File: config.mk
export PLATFORM = sky130hd
export DESIGN_NAME = plcc_regs
export DESIGN_NICKNAME = d
export VERILOG_FILES = /design/src/hdl/plcc_pkg.sv /design/src/hdl/plcc_sync.sv /design/src/hdl/plcc_train.sv /design/src/hdl/plcc_regs.sv
export SDC_FILE = /design/constraint.sdc
export NUM_CORES = 1
export LEC_CHECK = 0
export BUFFER_PORTS_ARGS = -buffer_cell sky130_fd_sc_hd__buf_4
export CAP_MARGIN = 40
export CORE_MARGIN = 1
export CORE_UTILIZATION = 31
export CTS_BUF_LIST = sky130_fd_sc_hd__clkbuf_4 sky130_fd_sc_hd__clkbuf_8
export CTS_CLUSTER_DIAMETER = 120
export DETAILED_ROUTE_END_ITERATION = 10
export GPL_TIMING_DRIVEN = 0
export PLACE_DENSITY = 0.59
export SETUP_SLACK_MARGIN = 0.2
export SLEW_MARGIN = 15
export SYNTH_ARGS = -nofsm -noshare
export SYNTH_HDL_FRONTEND = slang
export SYNTH_SLANG_ARGS = --single-unit
File: constraint.sdc
create_clock -name mclk -period 1.1 [get_ports mclk]
set_input_delay 0.055 -clock mclk [delete_from_list [all_inputs] [get_ports mclk]]
set_output_delay 0.055 -clock mclk [all_outputs]
set_load 0.03 [all_outputs]
File: src/hdl/plcc_pkg.sv
// Function
// - Max link speed always reads 2.5 Gb/s code
// - Max width read-only, from strap, default x1
// - ASPM support read-only, resets to 01b
// - ASPM support, exit latency and port defaults overridable by SMBus/EEPROM load
// - L0s exit latency resets to 011b
// - L1 exit latency resets to 000b
// - Surprise-down capable on downstream, zero upstream
// - DL-active capable: zero upstream, one hot-plug downstream
// - Port number defaults to port index, overridable
// - ASPM control two bits, resets disabled
// - Receiver may enter L0s regardless
// - Read completion boundary reads zero
// - Link disable downstream only, tied upstream
// - Retrain pulse downstream, always reads zero
// - Extended synch selects 4096 FTS, 1024 TS1
// - Training flag set while training, hardware clears
package plcc_pkg;
	// ==========================================
	// Register offsets
	localparam logic [7:0] PLCC_OFS_CAP      = 8'hEC;
	localparam logic [7:0] PLCC_OFS_CTL      = 8'hF0;
	// Status word of this block
	localparam logic [7:0] PLCC_OFS_STAT     = 8'hF8;
	// Highest port index a device carries
	localparam logic [7:0] PLCC_PORT_MAX     = 8'h02;
	// Override load port addresses
	localparam logic [1:0] PLCC_LD_ASPM      = 2'h0;
	localparam logic [1:0] PLCC_LD_L0S       = 2'h1;
	localparam logic [1:0] PLCC_LD_L1        = 2'h2;
	localparam logic [1:0] PLCC_LD_PORT      = 2'h3;
	// ==========================================
	// Field positions
	localparam int PLCC_CAP_SPD_LSB  = 0;
	localparam int PLCC_CAP_WID_LSB  = 4;
	localparam int PLCC_CAP_ASPM_LSB = 10;
	localparam int PLCC_CAP_L0S_LSB  = 12;
	localparam int PLCC_CAP_L1_LSB   = 15;
	localparam int PLCC_CAP_SDE_BIT  = 19;
	localparam int PLCC_CAP_DLA_BIT  = 20;
	localparam int PLCC_CAP_PORT_LSB = 24;
	localparam int PLCC_CTL_DIS_BIT  = 4;
	localparam int PLCC_CTL_RTR_BIT  = 5;
	localparam int PLCC_CTL_CCK_BIT  = 6;
	localparam int PLCC_CTL_XSY_BIT  = 7;
	// ==========================================
	// Reset values and fixed codes
	localparam logic [3:0] PLCC_SPD_2G5      = 4'h1;
	localparam logic [5:0] PLCC_WID_X1       = 6'h01;
	localparam logic [1:0] PLCC_ASPM_RST     = 2'h1;
	localparam logic [2:0] PLCC_L0S_RST      = 3'h3;
	localparam logic [2:0] PLCC_L1_RST       = 3'h0;
	// ==========================================
	// Ordered-set counts for extended synch
	localparam logic [12:0] PLCC_FTS_EXT     = 13'h1000;
	localparam logic [12:0] PLCC_TS1_EXT     = 13'h0400;
	// ==========================================
	// ASPM control encodings
	typedef enum logic [1:0] {
		PLCC_ASPM_OFF,
		PLCC_ASPM_L0S,
		PLCC_ASPM_L1,
		PLCC_ASPM_BOTH
	} plcc_aspm_t;
	// Link control outputs
	typedef struct packed {
		logic [1:0] aspm_ctl;
		logic       link_dis;
		logic       retrain;
		logic       common_clk;
		logic       ext_synch;
	} plcc_ctl_t;
	// Override load request
	typedef struct packed {
		logic       valid;
		logic [1:0] sel;
		logic [7:0] data;
	} plcc_load_t;
endpackage

File: src/hdl/plcc_sync.sv
`timescale 1ns/1ps
module plcc_sync #(
	parameter int W = 1
) (
	// Clock
	input  wire logic         mclk,
	// Data
	input  wire logic [W-1:0] din,
	output logic      [W-1:0] dout
);
	logic [W-1:0] s1_q; // First stage, read by second only
	// ==========================================
	// Elaboration check
	if (W < 1) begin : g_bad_width
		$error("synchroniser width below one");
	end
	// ==========================================
	// Two-flop synchroniser, no reset so a held pin flows through reset
	always_ff @(posedge mclk) begin
		s1_q <= din;
		dout <= s1_q;
	end
endmodule // plcc_sync

File: src/hdl/plcc_train.sv
`timescale 1ns/1ps
module plcc_train (
	// Clock and reset
	input  wire logic mclk,
	input  wire logic rst,
	// Training logic
	input  wire logic train_start,
	input  wire logic train_done,
	// Flag
	output logic      training_q
);
	// ==========================================
	// Training flag: set wins over clear
	always_ff @(posedge mclk) begin
		if (rst) begin
			training_q <= 1'b0;
		end else if (train_start) begin
			training_q <= 1'b1;
		end else if (train_done) begin
			training_q <= 1'b0;
		end
	end

	// ==========================================
	// Checks
	property p_train_clear;
		@(posedge mclk) disable iff (rst)
		(train_done && !train_start) |=> !training_q;
	endproperty
	a_train_clear: assert property (p_train_clear) else $error("flag not cleared");
endmodule // plcc_train

File: src/hdl/plcc_regs.sv
`timescale 1ns/1ps
module plcc_regs #(
	parameter logic [7:0] PORT_INDEX = 8'h00, // Default port number
	parameter bit         DOWNSTREAM = 1'b0,  // Downstream port
	parameter bit         HOTPLUG    = 1'b0,  // Hot-plug capable
	parameter bit         SURPRISE   = 1'b0   // Surprise-down detection
) (
	// Clock and reset
	input  wire logic                 mclk,
	input  wire logic                 rst,
	// Register port
	input  wire logic [7:0]           addr,
	input  wire logic [31:0]          wdata,
	input  wire logic                 wr,
	input  wire logic                 rd,
	output logic      [31:0]          rdata,
	// Width strap pins
	input  wire logic [5:0]           width_strap,
	// SMBus or EEPROM override load
	input  wire plcc_pkg::plcc_load_t load,
	// Training logic
	input  wire logic                 train_done,
	// Link control to physical layer
	output plcc_pkg::plcc_ctl_t       ctl,
	output logic      [12:0]          fts_count,
	output logic      [12:0]          ts1_count,
	output logic                      rx_l0s_allow,
	output logic                      training
);
	// ==========================================
	// Elaboration checks: refuse settings the logic cannot serve
	// Data-link-active reporting is only defined downstream
	if (HOTPLUG && !DOWNSTREAM) begin : g_bad_hotplug
		$error("hot-plug needs downstream");
	end
	// Only three ports exist, numbered from zero
	if (PORT_INDEX > plcc_pkg::PLCC_PORT_MAX) begin : g_bad_index
		$error("port index out of range");
	end

	// ==========================================
	// Declarations
	logic [5:0]  width_s;     // Synchronised strap
	logic [5:0]  width_q;     // Captured width
	logic        cap_done_q;  // Strap captured
	logic [1:0]  aspm_sup_q;  // ASPM support
	logic [2:0]  l0s_lat_q;   // L0s exit latency
	logic [2:0]  l1_lat_q;    // L1 exit latency
	logic [7:0]  port_q;      // Port number
	logic [1:0]  aspm_q;      // ASPM control
	logic        dis_q;       // Link disable
	logic        cck_q;       // Common clock
	logic        xsy_q;       // Extended synch
	logic        rtr_pulse;   // Retrain write
	logic        wr_ctl;      // Control write
	logic [31:0] cap_word;    // Assembled capability
	logic [15:0] ctl_word;    // Assembled control

	// Strap synchroniser, free running so the strap is settled at release
	plcc_sync #(.W(6)) u_sync (
		.mclk (mclk),
		.din  (width_strap),
		.dout (width_s)
	);

	// ==========================================
	// Strap capture after reset release
	// One capture per reset; a strap moved later is not seen
	always_ff @(posedge mclk) begin
		if (rst) begin
			width_q    <= plcc_pkg::PLCC_WID_X1;
			cap_done_q <= 1'b0;
		end else if (!cap_done_q) begin
			width_q    <= (width_s == 6'h00) ? plcc_pkg::PLCC_WID_X1 : width_s;
			cap_done_q <= 1'b1;
		end
	end

	// ==========================================
	// Override load of capability defaults
	// Loads take effect the cycle after the pulse and replace reset defaults
	always_ff @(posedge mclk) begin
		if (rst) begin
			aspm_sup_q <= plcc_pkg::PLCC_ASPM_RST;
			l0s_lat_q  <= plcc_pkg::PLCC_L0S_RST;
			l1_lat_q   <= plcc_pkg::PLCC_L1_RST;
			port_q     <= PORT_INDEX;
		end else if (load.valid) begin
			case (load.sel)
				plcc_pkg::PLCC_LD_ASPM: begin
					aspm_sup_q <= load.data[1:0];
				end
				plcc_pkg::PLCC_LD_L0S: begin
					l0s_lat_q <= load.data[2:0];
				end
				plcc_pkg::PLCC_LD_L1: begin
					l1_lat_q <= load.data[2:0];
				end
				plcc_pkg::PLCC_LD_PORT: begin
					port_q <= load.data;
				end
				default: begin
					// Every select code is decoded above
				end
			endcase
		end
	end

	// ==========================================
	// Control register writes
	assign wr_ctl = wr && (addr == plcc_pkg::PLCC_OFS_CTL);

	// Writable control bits; reserved and read-only bits are dropped
	always_ff @(posedge mclk) begin
		if (rst) begin
			aspm_q <= plcc_pkg::PLCC_ASPM_OFF;
			dis_q  <= 1'b0;
			cck_q  <= 1'b0;
			xsy_q  <= 1'b0;
		end else if (wr_ctl) begin
			aspm_q <= wdata[1:0];
			dis_q  <= DOWNSTREAM & wdata[plcc_pkg::PLCC_CTL_DIS_BIT];
			cck_q  <= wdata[plcc_pkg::PLCC_CTL_CCK_BIT];
			xsy_q  <= wdata[plcc_pkg::PLCC_CTL_XSY_BIT];
		end
	end

	// Retrain is a write-only pulse
	// Never stored, so control reads always show it as zero
	assign rtr_pulse = wr_ctl & DOWNSTREAM & wdata[plcc_pkg::PLCC_CTL_RTR_BIT];

	// Training flag keeper
	plcc_train u_train (
		.mclk        (mclk),
		.rst         (rst),
		.train_start (rtr_pulse),
		.train_done  (train_done),
		.training_q  (training)
	);

	// ==========================================
	// Word assembly, reserved bits zero
	// Whole words start at zero so reserved positions read zero
	always_comb begin
		cap_word = 32'h0000_0000;
		cap_word[plcc_pkg::PLCC_CAP_SPD_LSB +: 4]  = plcc_pkg::PLCC_SPD_2G5;
		cap_word[plcc_pkg::PLCC_CAP_WID_LSB +: 6]  = width_q;
		cap_word[plcc_pkg::PLCC_CAP_ASPM_LSB +: 2] = aspm_sup_q;
		cap_word[plcc_pkg::PLCC_CAP_L0S_LSB +: 3]  = l0s_lat_q;
		cap_word[plcc_pkg::PLCC_CAP_L1_LSB +: 3]   = l1_lat_q;
		cap_word[plcc_pkg::PLCC_CAP_SDE_BIT]       = DOWNSTREAM & SURPRISE;
		cap_word[plcc_pkg::PLCC_CAP_DLA_BIT]       = DOWNSTREAM & HOTPLUG;
		cap_word[plcc_pkg::PLCC_CAP_PORT_LSB +: 8] = port_q;
		ctl_word = 16'h0000;
		ctl_word[1:0] = aspm_q;
		ctl_word[plcc_pkg::PLCC_CTL_DIS_BIT] = dis_q;
		ctl_word[plcc_pkg::PLCC_CTL_CCK_BIT] = cck_q;
		ctl_word[plcc_pkg::PLCC_CTL_XSY_BIT] = xsy_q;
	end

	// ==========================================
	// Read data, one cycle after strobe
	// Zero outside the answer cycle so a stale word is never seen
	always_ff @(posedge mclk) begin
		if (rst) begin
			rdata <= 32'h0000_0000;
		end else if (rd) begin
			case (addr)
				plcc_pkg::PLCC_OFS_CAP: begin
					rdata <= cap_word;
				end
				plcc_pkg::PLCC_OFS_CTL: begin
					rdata <= {16'h0000, ctl_word};
				end
				plcc_pkg::PLCC_OFS_STAT: begin
					rdata <= {31'h0000_0000, training};
				end
				default: begin
					rdata <= 32'h0000_0000;
				end
			endcase
		end else begin
			rdata <= 32'h0000_0000;
		end
	end

	// ==========================================
	// Outputs to physical layer
	// Receiver L0s entry stays allowed whatever the control field says
	always_comb begin
		ctl.aspm_ctl   = aspm_q;
		ctl.link_dis   = dis_q;
		ctl.retrain    = rtr_pulse;
		ctl.common_clk = cck_q;
		ctl.ext_synch  = xsy_q;
	end
	assign fts_count    = xsy_q ? plcc_pkg::PLCC_FTS_EXT : 13'h0000;
	assign ts1_count    = xsy_q ? plcc_pkg::PLCC_TS1_EXT : 13'h0000;
	assign rx_l0s_allow = 1'b1;

	// ==========================================
	// Checks
	// Control bits are cleared by reset
	property p_aspm_rst;
		@(posedge mclk) $fell(rst) |-> (aspm_q == 2'h0 && !dis_q && !cck_q && !xsy_q);
	endproperty
	a_aspm_rst: assert property (p_aspm_rst) else $error("control not reset");

	// Speed code is fixed on every capability read
	property p_speed;
		@(posedge mclk) disable iff (rst) rd && addr == plcc_pkg::PLCC_OFS_CAP |=> rdata[3:0] == 4'h1;
	endproperty
	a_speed: assert property (p_speed) else $error("speed code wrong");

	// Retrain, completion boundary and upper bits read zero
	property p_ctl_rd;
		@(posedge mclk) disable iff (rst)
		rd && addr == plcc_pkg::PLCC_OFS_CTL |=> (rdata[5] == 1'b0 && rdata[3] == 1'b0 && rdata[31:8] == 24'h0);
	endproperty
	a_ctl_rd: assert property (p_ctl_rd) else $error("control read bits wrong");

	// Link disable follows the write only downstream
	property p_dis;
		@(posedge mclk) disable iff (rst)
		wr_ctl |=> ctl.link_dis == (DOWNSTREAM & $past(wdata[4]));
	endproperty
	a_dis: assert property (p_dis) else $error("link disable wrong");

	// A retrain request raises the training flag
	property p_rtr;
		@(posedge mclk) disable iff (rst) rtr_pulse |=> training;
	endproperty
	a_rtr: assert property (p_rtr) else $error("retrain not flagged");

	// Extended synch selects the long ordered-set counts
	property p_xsy;
		@(posedge mclk) disable iff (rst) xsy_q |-> (fts_count == 13'h1000 && ts1_count == 13'h0400);
	endproperty
	a_xsy: assert property (p_xsy) else $error("sync counts wrong");

	// Upstream port reports neither optional capability
	property p_sde;
		@(posedge mclk) disable iff (rst) !DOWNSTREAM |-> (cap_word[20:19] == 2'b00);
	endproperty
	a_sde: assert property (p_sde) else $error("upstream caps set");

	// Bus writes never touch the ASPM support and exit latency fields
	property p_ro;
		@(posedge mclk) disable iff (rst || load.valid) wr |=> $stable(cap_word[17:10]);
	endproperty
	a_ro: assert property (p_ro) else $error("read-only changed");

	// ASPM support and exit latency defaults return with reset
	property p_lat_rst;
		@(posedge mclk) $fell(rst) |-> (l0s_lat_q == 3'h3 && l1_lat_q == 3'h0 && aspm_sup_q == 2'h1);
	endproperty
	a_lat_rst: assert property (p_lat_rst) else $error("latency reset wrong");

	// ==========================================
	// Checks on the read path, override loads and port ties
	// Strap or default width never reads as zero lanes
	property p_wid;
		@(posedge mclk) disable iff (rst)
		rd && addr == plcc_pkg::PLCC_OFS_CAP |=> rdata[9:4] != 6'h00;
	endproperty
	a_wid: assert property (p_wid) else $error("width field zero");

	// Reserved capability positions read zero
	property p_rsvd_cap;
		@(posedge mclk) disable iff (rst)
		rd && addr == plcc_pkg::PLCC_OFS_CAP |=> (rdata[18] == 1'b0 && rdata[23:21] == 3'h0);
	endproperty
	a_rsvd_cap: assert property (p_rsvd_cap) else $error("reserved capability bits set");

	// Status word carries only the training flag
	property p_stat;
		@(posedge mclk) disable iff (rst)
		rd && addr == plcc_pkg::PLCC_OFS_STAT |=> rdata[31:1] == 31'h0000_0000;
	endproperty
	a_stat: assert property (p_stat) else $error("status upper bits set");

	// Upstream port can neither disable nor retrain
	property p_up_tie;
		@(posedge mclk) disable iff (rst)
		!DOWNSTREAM |-> (!ctl.link_dis && !ctl.retrain && !training);
	endproperty
	a_up_tie: assert property (p_up_tie) else $error("upstream link control active");

	// ASPM support load lands the next cycle
	property p_aspm_ld;
		@(posedge mclk) disable iff (rst)
		load.valid && load.sel == plcc_pkg::PLCC_LD_ASPM |=> aspm_sup_q == $past(load.data[1:0]);
	endproperty
	a_aspm_ld: assert property (p_aspm_ld) else $error("support load lost");

	// Port number load lands the next cycle
	property p_port_ld;
		@(posedge mclk) disable iff (rst)
		load.valid && load.sel == plcc_pkg::PLCC_LD_PORT |=> port_q == $past(load.data);
	endproperty
	a_port_ld: assert property (p_port_ld) else $error("port number load lost");

	// Without extended synch no long counts are requested
	property p_xsy_off;
		@(posedge mclk) disable iff (rst)
		!xsy_q |-> (fts_count == 13'h0000 && ts1_count == 13'h0000);
	endproperty
	a_xsy_off: assert property (p_xsy_off) else $error("sync counts not cleared");

	// Receiver L0s stays allowed with L0s entry disabled
	property p_l0s;
		@(posedge mclk) disable iff (rst)
		aspm_q[0] == 1'b0 |-> rx_l0s_allow;
	endproperty
	a_l0s: assert property (p_l0s) else $error("receiver L0s blocked");
endmodule // plcc_regs

==> results.cfg <==
[worst_setup_path]
crit_path_start_kind = register
cpPeakStageDelay_ns = 0.34
crit_fanout = 4
worst_setup_path_end_kind = primary output
crit_path_top_delay_cell = sky130_fd_sc_hd__dfxtp_2
worst-r2r-setup-slack_ns = 0.21
timing.critical_path.arrival_ns = 0.93
criticalPathCategory = register to primary output
worstPathCellList = buf_4, buf_6
worst-endpoint-required_ns = 1.04

[drt]
top_layer_used = met4
drcViolationCount = 0
dr_wl_met3_um = 327
detailedRoute.firstIterationViolations = 39
wire_per_inst_um = 9.95
routed_wl_um = 4420
detailed_routing_iteration_count_for_the_pre_antenna_repair_pass = 4
avgViaCountPerCell = 3.75
drtAntennaViolNets = 0
route.met2.wl_um = 2150
wirelength_met1_um = 1880
detailroute.via_count = 1667

[timing]
finalHoldViolCount = 0
timing_worst_slew_pin_value_ns = 0.587
report.final.slew_viol_count = 0
fin_skew_ns = 0.00536
hold-worst-slack_ns = 0.0216
minimum_period_implied_by_the_final_worst_setup_slack_ns = 0.981
setup_repair_after_global_routing_missed_its_margin = true
fmax_mhz = 1020
timing.final.setup_violations = 0
post-route-period-util = 0.891
relSlewSlack = 0.608

[logic_synthesis]
synth_seq_area_share = 0.553
netlist_instances = 212
synth_most_common_cell = sky130_fd_sc_hd__dfxtp_1
syn_area_um2 = 2280
ys_warn_count = 0
synth_flop_cell = sky130_fd_sc_hd__dfxtp_1
synth.lib_cells_used.distinct = 27
synth.cells.most_frequent = 63 x sky130_fd_sc_hd__dfxtp_1, 40 x sky130_fd_sc_hd__buf_4, 25 x sky130_fd_sc_hd__mux2i_1, 23 x sky130_fd_sc_hd__nor2_1, 19 x sky130_fd_sc_hd__and2_1
synth_edf_count = 0
ys_ff_latch = 63
share_of_synthesized_registers_carrying_an_async_set_or_reset = 0
top_cell_type_s_share_of_synthesized_area = 0.553
post-synth-top-area-cell = sky130_fd_sc_hd__dfxtp_1
synth_top_cells_by_area = sky130_fd_sc_hd__dfxtp_1 55%, sky130_fd_sc_hd__buf_4 13%, sky130_fd_sc_hd__mux2i_1 11%
syn-mean-instance-area_um2 = 10.8

[place]
half_perimeter_wire_length_after_detailed_placement_um = 3040
gp_congestion = 0.713
port-buffer-count = 62
dp_area_um2 = 3030
placed_cells_incl_taps = 404

[global_route]
first_global_vias = 1481
maximum_number_of_pins_on_one_net_before_global_route_repair = 13
global_route.usage.total = 0.118
first_pass_grt_wire_length_um = 6620
grt_antenna_before_repair = 0
aggregate_global_routing_overflow = 0

[die]
floorplan.initialDensity = 0.328
num_rows = 30
die_span_in_y_um = 87.8
die_w_um = 87.8
floorplan.die_area_um2 = 7700
core-area_um2 = 6940
ioPinCount = 128

[run_status]
status = completed

[clocking]
clkLatencyLatePin_ns = 0.34
tritoncts = built
cts_htree_levels = 3
clock_transition_at_the_register_clock_pins_on_the_worst_setup_and_hold_paths_after_cts_ns = 0.07
cts_buffers = 9
max-clock-path-buffers = 2
cts_num_sinks = 63
library_cell_used_as_clock_root_buffer = sky130_fd_sc_hd__clkbuf_8

[power_and_ir_drop]
p_per_area_nw_per_um2 = 1450
worst_ir_drop_vdd_v = 0.000580
total_leakage_power_nw = 1.75
fin_total_pwr_mw = 5.14

[cells_and_area]
layout-drive-gt1-share = 0.428
synthToLayoutAreaGrowth_pct = 55.6
number_of_nets_in_the_layout = 405
diodes_inserted = 0
fillCellCount = 625
postLayoutCellArea_um2 = 3550
final_cell_count_no_fill = 444

[run]
max_capacitance_violation_count = 0

[worst_hold_path]
timing.hold.worst.class = input port to register
## metal layers
layer / vias up / GRT usage
met1: 719 / 0.134
li1: 872 / -
met2: 70 / 0.186
met5: - / 0
met3: 6 / 0.0434
met4: 0 / 0.0775
## power by group
part | switching (mW) | total, mW | internal [mW]
clock | 0.922 | 2.20 | 1.28
combinational | 0.300 | 0.571 | 0.271
sequential | 0.0266 | 2.37 | 2.34
total | 1.25 | 5.14 | 3.89
## path summary, 6_finish.rpt
check / start / endpoint / cells after the start
worst max-delay path: xsy_q$_SDFFE_PP0P_ / ts1_count[10] / 2
worst min-delay path: rst / xsy_q$_SDFFE_PP0P_ / 4
worst max register to register: u_sync.dout[5]$_DFF_P_ / width_q[0]$_SDFFE_PP1N_ / 3
worst min register to register: u_sync.s1_q[4]$_DFF_P_ / u_sync.dout[4]$_DFF_P_ / 0
## stage by stage
step / utilization / setup TNS [ns] / setup slack [ns]
floorplan: - / 0 / 0.123
global placement: 0.437 / -5.20 / -0.216
detailed placement: 0.437 / -5.23 / -0.224
CTS: 0.506 / 0 / 0.104
global route: 0.511 / 0 / 0.0852
finish: 0.511 / 0 / 0.119
## what timing repair did
action	4_1_cts	5_1_grt
hold buffers	18	0
endpoints found under the hold margin	27	0
resized for setup	19	7
cloned	0	0
buffers inserted	4	2
pin swaps	2	1
setup endpoints to repair	27	14
## state kept, by name, summed over array words and instances (netlist names)
signal       count
cap_done_q       1
cck_q            1
port_q           8
width_q          6
aspm_sup_q       2
rdata           24
u_sync.dout      6
u_sync.s1_q      6
aspm_q           2
xsy_q            1
l1_lat_q         3
l0s_lat_q        3
## layout make-up
| type | count | area [µm²] | area share |
|---|---|---|---|
| buffer | 45 | 343 | 0.0966 |
| timing repair buffer | 86 | 721 | 0.203 |
| sequential | 63 | 1270 | 0.359 |
| tap | 96 | 120 | 0.0339 |
| inverter | 3 | 11.3 | 0.00317 |
| multi-input combinational | 135 | 857 | 0.242 |
| clock buffer | 9 | 124 | 0.0349 |
| clock inverter | 7 | 96.3 | 0.0272 |
## cell usage in the layout (no fill, tap or decap), drive strengths merged, types with 2 or more instances in the layout
| cell | count |
|---|---|
| buf | 111 |
| dfxtp | 63 |
| conb | 36 |
| mux2i | 25 |
| nor2 | 23 |
| and2 | 19 |
| dlygate4sd3 | 18 |
| nand2 | 12 |
| clkbuf | 11 |
| inv | 4 |
| nand3b | 3 |
| clkinvlp | 3 |
| a22oi | 2 |
| bufinv | 2 |
| nand3 | 2 |
| nor3b | 2 |
| nor3 | 2 |
## critical path: cells and delay by family, from the launching register on
kind | cells | cell delay (ns)
flops | 1 | 0.34
buf+inv | 2 | 0.26
## cell families (layout without fill, tap and decap cells)
| kind of cell | after synthesis | in the layout | synth area share |
|---|---|---|---|
| and+or+nand+nor | 69 | 69 | 0.170 |
| buffers and inverters | 48 | 150 | 0.148 |
| DFF | 63 | 63 | 0.553 |
| other | 2 | 36 | 0.00329 |
| AOI/OAI and AO/OA | 5 | 5 | 0.0154 |
| muxes | 25 | 25 | 0.110 |
No activity file was read; power rests on OpenSTA's default activity.
